## config.mk

```make
export PLATFORM = sky130hd
export DESIGN_NAME = mmb_executor
export DESIGN_NICKNAME = d
export VERILOG_FILES = /design/src/rtl/mmb_pkg.sv /design/src/rtl/mmb_slot_array.sv /design/src/rtl/mmb_executor.sv
export SDC_FILE = /design/constraint.sdc
export NUM_CORES = 1
export LEC_CHECK = 0
export ABC_AREA = 1
export BUFFER_PORTS_ARGS = -buffer_cell sky130_fd_sc_hd__buf_2
export CAP_MARGIN = 20
export CORE_MARGIN = 2
export CORE_UTILIZATION = 64
export DETAILED_ROUTE_END_ITERATION = 8
export GPL_TIMING_DRIVEN = 0
export HOLD_SLACK_MARGIN = 0.05
export PLACE_DENSITY = 0.81
export RECOVER_POWER = 50
export SLEW_MARGIN = 20
export SYNTH_ARGS = -nofsm -noshare
export SYNTH_HDL_FRONTEND = slang
export SYNTH_HIERARCHICAL = 1
export SYNTH_SLANG_ARGS = --single-unit
```

## constraint.sdc

```tcl
create_clock -name clock -period 6.9 [get_ports clock]
set_input_delay 0.69 -clock clock [delete_from_list [all_inputs] [get_ports clock]]
set_output_delay 0.69 -clock clock [all_outputs]
set_load 0.05 [all_outputs]
```

## src/rtl/mmb_pkg.sv

```systemverilog
// package: opcodes, widths and reset values for the move and branch executor
package mmb_pkg;

  // ****************************************
  // data path widths
  // ****************************************
  localparam int DATA_W = 8;
  localparam int PC_W = 10;
  localparam int FILE_AW = 6;
  localparam int IO_AW = 4;

  // ****************************************
  // operand ranges
  // ****************************************
  localparam logic [IO_AW-1:0] IO_READ_MIN = 4'h5;
  localparam logic [IO_AW-1:0] IO_READ_MAX = 4'hf;
  localparam logic [IO_AW-1:0] IO_WRITE_MIN = 4'h0;

  // ****************************************
  // reset values
  // ****************************************
  localparam logic [DATA_W-1:0] WORKING_RST = 8'h00;
  localparam logic [PC_W-1:0] PC_RST = 10'h000;
  localparam logic RESULT_NULL_RST = 1'b0;

  // ****************************************
  // cycle counts
  // ****************************************
  localparam int LONG_OP_CYCLES = 2;
  localparam int SHORT_OP_CYCLES = 1;

  // ****************************************
  // operation codes presented by the decoder
  // ****************************************
  typedef enum logic [3:0] {
    OP_NONE = 4'h0,
    OP_OR_IMMEDIATE = 4'h1,
    OP_IO_PAGE_READ = 4'h2,
    OP_IO_PAGE_WRITE = 4'h3,
    OP_LONG_CALL = 4'h4,
    OP_LONG_JUMP = 4'h5,
    OP_LOAD_IMMEDIATE = 4'h6,
    OP_STORE_WORKING = 4'h7,
    OP_COPY_FILE = 4'h8
  } mmb_op_t;

  // ****************************************
  // executor states
  // ****************************************
  typedef enum logic {
    ST_EXEC = 1'b0,
    ST_SETTLE = 1'b1
  } mmb_state_t;

endpackage

```

## src/rtl/mmb_slot_array.sv

```systemverilog
// slot array: single write port, asynchronous read port
`timescale 1ns/100ps
`default_nettype none
module mmb_slot_array #(
  parameter int WIDTH = 8,
  parameter int ADDR_W = 6
) (
  // clock
  input wire logic clock,
  // write port
  input wire logic wrEn,
  input wire logic [ADDR_W-1:0] wrAddr,
  input wire logic [WIDTH-1:0] wrData,
  // read port
  input wire logic [ADDR_W-1:0] rdAddr,
  output logic [WIDTH-1:0] rdData
);

  logic [WIDTH-1:0] slots [0:(1<<ADDR_W)-1];

  // elaboration check on shape
  initial begin
    if (WIDTH < 1 || ADDR_W < 1 || ADDR_W > 12) begin
      $error("mmb_slot_array: unsupported shape");
    end
  end

  // storage write, no reset on contents
  always_ff @(posedge clock) begin
    if (wrEn) begin
      slots[wrAddr] <= wrData;
    end
  end

  // combinational read
  assign rdData = slots[rdAddr];

endmodule
`default_nettype wire

```

## src/rtl/mmb_executor.sv

```systemverilog
// executor for immediate, i/o page, file copy and long branch operations
`timescale 1ns/100ps
`default_nettype none
module mmb_executor
  import mmb_pkg::*;
#(
  parameter int FILE_DEPTH = 64,
  parameter int IO_DEPTH = 16
) (
  // clock and reset
  input wire logic clock,
  input wire logic srst,
  // decoded instruction from program memory
  input wire logic instrValid,
  input wire mmb_op_t instrOp,
  input wire logic [PC_W-1:0] instrOperand,
  input wire logic targetChoice,
  output logic instrReady,
  // architectural state
  output logic [DATA_W-1:0] workingLatch,
  output logic resultNullFlag,
  output logic [PC_W-1:0] programCounter,
  // stack push towards the return stack
  output logic stackPush,
  output logic [PC_W-1:0] stackData,
  // i/o page write notification to peripherals
  output logic ioWriteStrobe,
  output logic [IO_AW-1:0] ioWriteIndex,
  output logic [DATA_W-1:0] ioWriteData,
  // operand out of range seen
  output logic operandRefused
);

  // ****************************************
  // elaboration checks
  // ****************************************
  initial begin
    if (FILE_DEPTH != (1 << FILE_AW) || IO_DEPTH != (1 << IO_AW)) begin
      $error("mmb_executor: depths must match operand widths");
    end
  end

  // ****************************************
  // helper functions
  // ****************************************
  // zero test on an 8-bit result
  function automatic logic isNull(input logic [DATA_W-1:0] value);
    isNull = (value == '0);
  endfunction

  // operations that take two cycles
  function automatic logic isLongOp(input mmb_op_t op);
    isLongOp = (op == OP_LONG_CALL) || (op == OP_LONG_JUMP);
  endfunction

  // ****************************************
  // state and signals
  // ****************************************
  mmb_state_t state_reg, state_next;
  logic [DATA_W-1:0] working_reg;
  logic nullFlag_reg;
  logic [PC_W-1:0] pc_reg;
  logic stackPush_reg;
  logic [PC_W-1:0] stackData_reg;
  logic ioStrobe_reg;
  logic [IO_AW-1:0] ioIndex_reg;
  logic [DATA_W-1:0] ioData_reg;
  logic refused_reg;
  logic ready_reg;

  logic accept;
  logic [DATA_W-1:0] immediate;
  logic [FILE_AW-1:0] fileAddr;
  logic [IO_AW-1:0] ioIndex;
  logic [DATA_W-1:0] fileRdData;
  logic [DATA_W-1:0] ioRdData;
  logic ioReadOk;
  logic fileWrEn;
  logic [DATA_W-1:0] fileWrData;
  logic ioWrEn;
  logic [PC_W-1:0] pcPlusOne;

  // ****************************************
  // operand fields
  // ****************************************
  assign accept = instrValid && ready_reg;
  assign immediate = instrOperand[DATA_W-1:0];
  assign fileAddr = instrOperand[FILE_AW-1:0];
  assign ioIndex = instrOperand[IO_AW-1:0];
  assign pcPlusOne = pc_reg + 10'h001;
  assign ioReadOk = (ioIndex >= IO_READ_MIN) && (ioIndex <= IO_READ_MAX);

  // ****************************************
  // storage write selection
  // ****************************************
  // store working writes the latch, copy with choice 1 writes the slot back
  always_comb begin
    fileWrEn = 1'b0;
    fileWrData = working_reg;
    if (accept && instrOp == OP_STORE_WORKING) begin
      fileWrEn = 1'b1;
    end else if (accept && instrOp == OP_COPY_FILE && targetChoice) begin
      fileWrEn = 1'b1;
      fileWrData = fileRdData;
    end
  end

  // every index 0..15 is writable, so no range test is needed
  assign ioWrEn = accept && (instrOp == OP_IO_PAGE_WRITE);

  // file slots
  mmb_slot_array #(
    .WIDTH(DATA_W),
    .ADDR_W(FILE_AW)
  ) fileSlots (
    .clock(clock),
    .wrEn(fileWrEn),
    .wrAddr(fileAddr),
    .wrData(fileWrData),
    .rdAddr(fileAddr),
    .rdData(fileRdData)
  );

  // i/o page special function registers
  mmb_slot_array #(
    .WIDTH(DATA_W),
    .ADDR_W(IO_AW)
  ) ioPage (
    .clock(clock),
    .wrEn(ioWrEn),
    .wrAddr(ioIndex),
    .wrData(working_reg),
    .rdAddr(ioIndex),
    .rdData(ioRdData)
  );

  // ****************************************
  // sequencing
  // ****************************************
  // long ops hold off the next instruction for one settle cycle
  always_comb begin
    state_next = state_reg;
    unique case (state_reg)
      ST_EXEC: begin
        if (accept && isLongOp(instrOp)) begin
          state_next = ST_SETTLE;
        end
      end
      ST_SETTLE: begin
        state_next = ST_EXEC;
      end
    endcase
  end

  always_ff @(posedge clock) begin
    if (srst) begin
      state_reg <= ST_EXEC;
    end else begin
      state_reg <= state_next;
    end
  end

  // ready follows next state so it is a plain flop
  always_ff @(posedge clock) begin
    if (srst) begin
      ready_reg <= 1'b0;
    end else begin
      ready_reg <= (state_next == ST_EXEC);
    end
  end

  // ****************************************
  // working latch
  // ****************************************
  always_ff @(posedge clock) begin
    if (srst) begin
      working_reg <= WORKING_RST;
    end else if (accept) begin
      unique case (instrOp)
        OP_OR_IMMEDIATE: working_reg <= working_reg | immediate;
        OP_LOAD_IMMEDIATE: working_reg <= immediate;
        OP_IO_PAGE_READ: begin
          if (ioReadOk) begin
            working_reg <= ioRdData;
          end
        end
        OP_COPY_FILE: begin
          if (!targetChoice) begin
            working_reg <= fileRdData;
          end
        end
        default: working_reg <= working_reg;
      endcase
    end
  end

  // ****************************************
  // result null flag
  // ****************************************
  // only or immediate and copy file touch the flag
  always_ff @(posedge clock) begin
    if (srst) begin
      nullFlag_reg <= RESULT_NULL_RST;
    end else if (accept && instrOp == OP_OR_IMMEDIATE) begin
      nullFlag_reg <= isNull(working_reg | immediate);
    end else if (accept && instrOp == OP_COPY_FILE) begin
      nullFlag_reg <= isNull(fileRdData);
    end
  end

  // ****************************************
  // program counter
  // ****************************************
  always_ff @(posedge clock) begin
    if (srst) begin
      pc_reg <= PC_RST;
    end else if (accept) begin
      if (isLongOp(instrOp)) begin
        pc_reg <= instrOperand;
      end else begin
        pc_reg <= pcPlusOne;
      end
    end
  end

  // ****************************************
  // stack push
  // ****************************************
  // only the call pushes; the jump leaves the stack alone
  always_ff @(posedge clock) begin
    if (srst) begin
      stackPush_reg <= 1'b0;
      stackData_reg <= PC_RST;
    end else begin
      stackPush_reg <= accept && (instrOp == OP_LONG_CALL);
      if (accept && instrOp == OP_LONG_CALL) begin
        stackData_reg <= pcPlusOne;
      end
    end
  end

  // ****************************************
  // i/o page write notification
  // ****************************************
  always_ff @(posedge clock) begin
    if (srst) begin
      ioStrobe_reg <= 1'b0;
      ioIndex_reg <= '0;
      ioData_reg <= WORKING_RST;
    end else begin
      ioStrobe_reg <= ioWrEn;
      if (ioWrEn) begin
        ioIndex_reg <= ioIndex;
        ioData_reg <= working_reg;
      end
    end
  end

  // ****************************************
  // refused operand
  // ****************************************
  // read of page index below 5 leaves the latch unchanged
  always_ff @(posedge clock) begin
    if (srst) begin
      refused_reg <= 1'b0;
    end else begin
      refused_reg <= accept && (instrOp == OP_IO_PAGE_READ) && !ioReadOk;
    end
  end

  // ****************************************
  // outputs
  // ****************************************
  assign instrReady = ready_reg;
  assign workingLatch = working_reg;
  assign resultNullFlag = nullFlag_reg;
  assign programCounter = pc_reg;
  assign stackPush = stackPush_reg;
  assign stackData = stackData_reg;
  assign ioWriteStrobe = ioStrobe_reg;
  assign ioWriteIndex = ioIndex_reg;
  assign ioWriteData = ioData_reg;
  assign operandRefused = refused_reg;

endmodule
`default_nettype wire

```

==> run summary, run 1 <==
CTS tree - built
syn_area_per_cell - 10.8 µm²
grt ovf - 0
failing checks - capacitance limit, slew limit
Least-Margin Pin Slew - 2.94 ns
Vias - 21772
fillers - 3051
CTS max path bufs - 3
Critical Path Start Type - input port
nets - 2889
Placed Area - 0.0310 mm²
CP Launch Point - instrOperand[1]
RSZ-0062 raised after global routing - no
clk slew on worst S/H paths - 0.06 ns
Core ar. - 0.0453 mm²
max reg flops - 512
pwr dens - 272 mW/mm²
fin worst setup slack - 1.30 ns
R2R Path Start - instrReady
IR Drop Worst-Case VDD - 0.000254 V
Util after Layout - 72.8%
Inserted Clock Buffers - 68
R2R cell count - 5
most frequent cells in the layout - nand2_1, edfxtp_1, nand3_1, inv_1, nor2_1
Seq/Total Area, Yosys - 68.8%
final worst hold slack - 0.360 ns
final wirelength - 84.0 mm
vias per cell - 6.18
outcome - finished, violations left
max_slew headroom - -98.1%
DP Wirelength - 58.3 mm
DRC violations left - 0
Slew Viols, Final - 47
Synth cell types - 36
final hold violations - 0
starting density of the core - 64.7%
register area - 0.0201 mm²
Worst Path Arrival - 5.58 ns
Synth Instances - 2712
P&R area growth vs syn - 12.6%
antenna violations before repair - 0
commonest non-fill, non-tap cell in the layout - nand2_1
share of cells above drive strength 1 - 9.49%
vias in the first global route - 20703
Die Height - 218 µm
Worst-Skew Late Latency - 0.62 ns
crit path to - fileSlots/slots[43][1]
CP Max Fanout - 18
capturing point of the worst reg2reg path - fileSlots/slots[43][1]
HP Class - in -> reg
Design Area, Final - 0.0330 mm²
Placement Setup Slack - 2.40 ns
Max H-tree Level - 3
Top Registers - fileSlots/slots (512), ioPage/slots (128)
die width - 218 µm
Reg with most FFs - fileSlots/slots
Crit. End Element - register
WS Path Type - in -> reg
FF-to-FF setup slack - 2.39 ns
post-route ant nets - 0
area taken by multi-input logic gates - 0.00752 mm²
Yosys reg bits - 686
post-cts gate resize count - 0
CTS Hold Bufs - 0
Buffers on Ports - 62
Tmin final - 5.60 ns
Peak Freq - 0.178 GHz
die area - 0.0475 mm²
GR Util All Layers - 35.9%
global-route wire length before repair - 125 mm
Final setup viols - 0
drt initial violations - 3354
num rows - 78
IO Pins - 63
Critical Path RT - 6.88 ns
Post-CTS Repair Setup Buffers - 0
clk_skew - 0.0229 ns
TritonRoute pass-1 iters - 5
syn nets - 2731
RePlAce Congestion - 0.976
leakage - 12.8 nW
Synth warnings - 6
clock sinks - 686
Syn Std Cell Area - 0.0293 mm²
WL/cell - 23.9 µm
Root Driver - clkbuf_16
largest net degree at the start of global routing - 33
max-cap viol count - 4
period utilisation layout - 81.2%
==> cells by family (layout without fill, tap and decap cells) <==
| logic type | Yosys count | count (layout) | synth area share [%] |
|---|---|---|---|
| AND/OR/NAND/NOR | 1643 | 1643 | 24.1 |
| flip-flops | 686 | 686 | 68.8 |
| buffers and inverters | 312 | 520 | 5.73 |
| AO/OA/AOI/OAI | 66 | 66 | 1.18 |
| other | 0 | 1 | 0 |
| XOR/XNOR | 4 | 4 | 0.120 |
| adder cells (fa/ha/maj) | 1 | 1 | 0.0427 |
==> worst max-delay path, cell delays in order <==
cell and delay (ns):
clkbuf_1 0.80, inv_1 0.14, clkbuf_1 0.43, buf_2 0.34, nand3_1 0.10, nand3_1 0.14
nand2_1 0.20, nand2_1 0.08, nand3_1 0.11, nand3_1 0.13, nand2_1 0.15, inv_1 0.06
o21ai_0 2.18
==> worst min path at each step <==
stage                         start  slack, ns           endpoint  cells past startpoint
after floorplan           state_reg       0.39          state_reg                      1
after global placement    state_reg       0.41          state_reg                      1
after detailed placement  state_reg       0.41          state_reg                      1
after CTS                      srst       0.34  programCounter[1]                      2
after global routing           srst       0.37  programCounter[1]                      2
final                          srst       0.36  programCounter[1]                      2
==> metrics by stage <==
step | total power [mW] | TNS [ns] | instances
after CTS | 8.98 | 0 | 3520
after global placement | 5.22 | -1565.02 | 3374
final | 8.98 | 0 | 3521
after detailed placement | 5.26 | 0 | 3400
after global routing | 9.19 | 0 | 3520
after floorplan | 5.01 | 0 | 2712
==> cells in the mapped netlist (all sizes together) <==
master | number | share of area [%]
a21oi | 23 | 0.39
a31oi | 2 | 0.043
buf | 129 | 3.4
clkbuf | 19 | 0.24
clkinv | 1 | 0.013
dfxtp | 46 | 3.1
edfxtp | 640 | 66
ha | 1 | 0.043
inv | 163 | 2.1
nand2 | 913 | 12
nand3 | 565 | 9.8
nand3b | 2 | 0.051
nand4 | 22 | 0.52
nor2 | 127 | 1.7
nor3 | 5 | 0.10
nor4 | 8 | 0.17
o211ai | 1 | 0.026
o21a | 2 | 0.051
o21ai | 34 | 0.58
o22ai | 4 | 0.085
or2 | 1 | 0.021
xor2 | 4 | 0.12
==> layer usage <==
| metal | up-vias | global-route usage [%] | wire, µm |
|---|---|---|---|
| met5 | - | 0 | 0 |
| met4 | 0 | 16.6 | 4000 |
| met2 | 1457 | 56.0 | 39000 |
| li1 | 9616 | - | - |
| met3 | 260 | 7.00 | 10000 |
| met1 | 10439 | 49.5 | 31000 |
==> power breakdown <==
part / internal [mW] / switching [mW] / total, mW
clock network: 2.26 / 1.54 / 3.80
logic: 0.171 / 0.458 / 0.629
registers: 4.54 / 0.0171 / 4.55
total: 6.97 / 2.01 / 8.98
==> final cells by class <==
class	instances	area share (%)
inverters	164	1.88
clock inverters	34	1.20
flip-flops and latches	686	61.1
repair buffers	88	1.88
plain buffers	148	3.17
clock buffers	86	5.69
well taps	600	2.28
diodes	1	0.00759
multi-input cells	1714	22.8
No activity file was read; power rests on OpenSTA's default activity.
==> run 2, diff against run 1 <==
--- a/config.mk
+++ b/config.mk
@@ -9,11 +9,11 @@
 export BUFFER_PORTS_ARGS = -buffer_cell sky130_fd_sc_hd__buf_2
 export CAP_MARGIN = 20
 export CORE_MARGIN = 2
-export CORE_UTILIZATION = 64
+export CORE_UTILIZATION = 56
 export DETAILED_ROUTE_END_ITERATION = 8
 export GPL_TIMING_DRIVEN = 0
 export HOLD_SLACK_MARGIN = 0.05
-export PLACE_DENSITY = 0.81
+export PLACE_DENSITY = 0.75
 export RECOVER_POWER = 50
 export SLEW_MARGIN = 20
 export SYNTH_ARGS = -nofsm -noshare
==> constraint.sdc (replaced) <==
create_clock -name clock -period 5.05 [get_ports clock]
set_input_delay 0.505 -clock clock [delete_from_list [all_inputs] [get_ports clock]]
set_output_delay 0.505 -clock clock [all_outputs]
set_load 0.05 [all_outputs]
==> run summary, run 2 (same netlist as run 1, synthesis figures left out) <==
Die Height - 233 µm (+6.8%)
Buffers on Ports - 62 (unchanged)
antenna violations before repair - 0 (unchanged)
Core ar. - 0.0515 mm² (+14%)
Critical Path Start Type - input port
die width - 233 µm (+6.8%)
Inserted Clock Buffers - 69 (+1.5%)
Vias - 21413 (-1.6%)
HP Class - in -> reg
post-cts gate resize count - 0 (unchanged)
Placement Setup Slack - 0.727 ns (-1.67 ns)
Top Registers - fileSlots/slots (512), ioPage/slots (128)
clk slew on worst S/H paths - 0.06 ns (about the same)
Worst-Skew Late Latency - 0.61 ns (about the same)
Max H-tree Level - 3 (unchanged)
die area - 0.0541 mm² (+14%)
Reg with most FFs - fileSlots/slots
clock sinks - 686 (unchanged)
commonest non-fill, non-tap cell in the layout - nand2_1
Tmin final - 4.58 ns
pwr dens - 360 mW/mm² (+32%)
final hold violations - 0 (unchanged)
leakage - 12.7 nW (-0.25%)
Placed Cells - 3479 (+2.3%)
clk_skew - 0.0174 ns (-0.00549 ns)
nets - 2889 (unchanged)
num rows - 83 (+6.4%)
most frequent cells in the layout - nand2_1, edfxtp_1, nand3_1, inv_1, nor2_1
TritonRoute pass-1 iters - 6 (+1)
CP Max Fanout - 32 (+14)
CTS max path bufs - 3 (unchanged)
CP bufs+invs - 6 (+1)
CP Cell Sequence - clkbuf_1 -> clkbuf_1 -> clkbuf_1 -> nand3_1 -> nand2_1 -> nand2_1 -> nand3_1 -> nand3_1 -> nand2_1 -> inv_1 -> o21ai_1 -> buf_16 -> buf_16
Slew Viols, Final - 0 (-100%)
Crit. End Element - register
outcome - completed
Root Driver - clkbuf_16
max reg flops - 512 (unchanged)
Peak Freq - 0.218 GHz
RePlAce Congestion - 0.971 (-0.51%)
DP Wirelength - 57.7 mm (-1.0%)
critical path's largest stage delay - 1.05 ns (-1.13 ns)
max_slew headroom - 7.81% (+110 points)
Cell Count, Final, Fillers Out - 3599 (+2.2%)
Worst Path Arrival - 5.02 ns (-0.56 ns)
Final setup viols - 0 (unchanged)
largest net degree at the start of global routing - 33 (unchanged)
starting density of the core - 56.8% (-7.8 points)
final wirelength - 83.4 mm (-0.77%)
WL/cell - 23.2 µm (-2.9%)
slowest CP cell - o21ai_1
fin worst setup slack - 0.469 ns (-0.828 ns)
CTS Hold Bufs - 0 (unchanged)
vias in the first global route - 20567 (-0.66%)
fillers - 3914 (+28%)
global-route wire length before repair - 123 mm (-1.0%)
CTS tree - built
share of cells above drive strength 1 - 9.73% (+0.24 points)
Top delay family on crit path - buffers and inverters
IR Drop Worst-Case VDD - 0.000389 V (+53%)
WS Path Type - in -> reg
grt ovf - 0 (unchanged)
post-route ant nets - 0 (unchanged)
max-cap viol count - 0 (-4)
RSZ-0062 raised after global routing - no
Critical Path RT - 5.49 ns (-1.39 ns)
Post-CTS Repair Setup Buffers - 0 (unchanged)
Design Area, Final - 0.0330 mm² (+0.16%)
P&R area growth vs syn - 12.8%
period utilisation layout - 90.7%
GR Util All Layers - 31.1% (-4.8 points)
final antenna diode count - 0 (-1)
vias per cell - 5.95 (-3.8%)
IO Pins - 63 (unchanged)
DRC violations left - 0 (unchanged)
setup_tns - 0 ns (unchanged)
Least-Margin Pin Slew - 1.37 ns (-1.57 ns)
Placed Area - 0.0311 mm² (+0.27%)
drt initial violations - 2983 (-11%)
-- run 2: path summary, 6_finish.rpt --
path              cells past startpoint            start  slack [ns]                     end
setup / recovery                     13  instrOperand[2]        0.47  fileSlots/slots[28][7]
hold reg to reg                       1        state_reg        0.45               state_reg
hold / removal                        2             srst        0.16       programCounter[1]
setup reg to reg                      8       instrReady        0.68  fileSlots/slots[28][2]
-- run 2: power by group --
part           total, mW  leakage [nW]  switching, mW  internal, mW
Sequential          6.22          6.28         0.0245          6.20
Clock               4.81          1.02           2.07          2.74
Combinational      0.861          5.43          0.620         0.240
-- run 2: metal layers --
metal	share of wire [%]	vias to the layer above	track usage [%]
met4	3.9	0	13.6
met2	47	1304	49.4
met5	0	-	0
li1	-	9604	-
met3	11	203	6.13
met1	38	10302	41.9
-- run 2: stage by stage --
step	power, mW	util (%)	hold WS, ns
2_1_floorplan	6.84	-	0.393
3_3_place_gp	7.15	59.1	0.404
3_5_place_dp	7.18	60.3	0.421
4_1_cts	11.9	64.4	0.125
5_1_grt	12.2	64.1	0.162
6_report	11.9	64.1	0.155
-- run 2: layout make-up --
cell class              count  area (µm²)  area share, %
plain buffers             148        1040           3.15
clock buffers              88        1920           5.83
clock inverters            32         188          0.568
inverters                 164         621           1.88
multi-input cells        1714        7510           22.8
flip-flops and latches    686       20100           61.0
well taps                 680         851           2.58
repair buffers             87         746           2.26
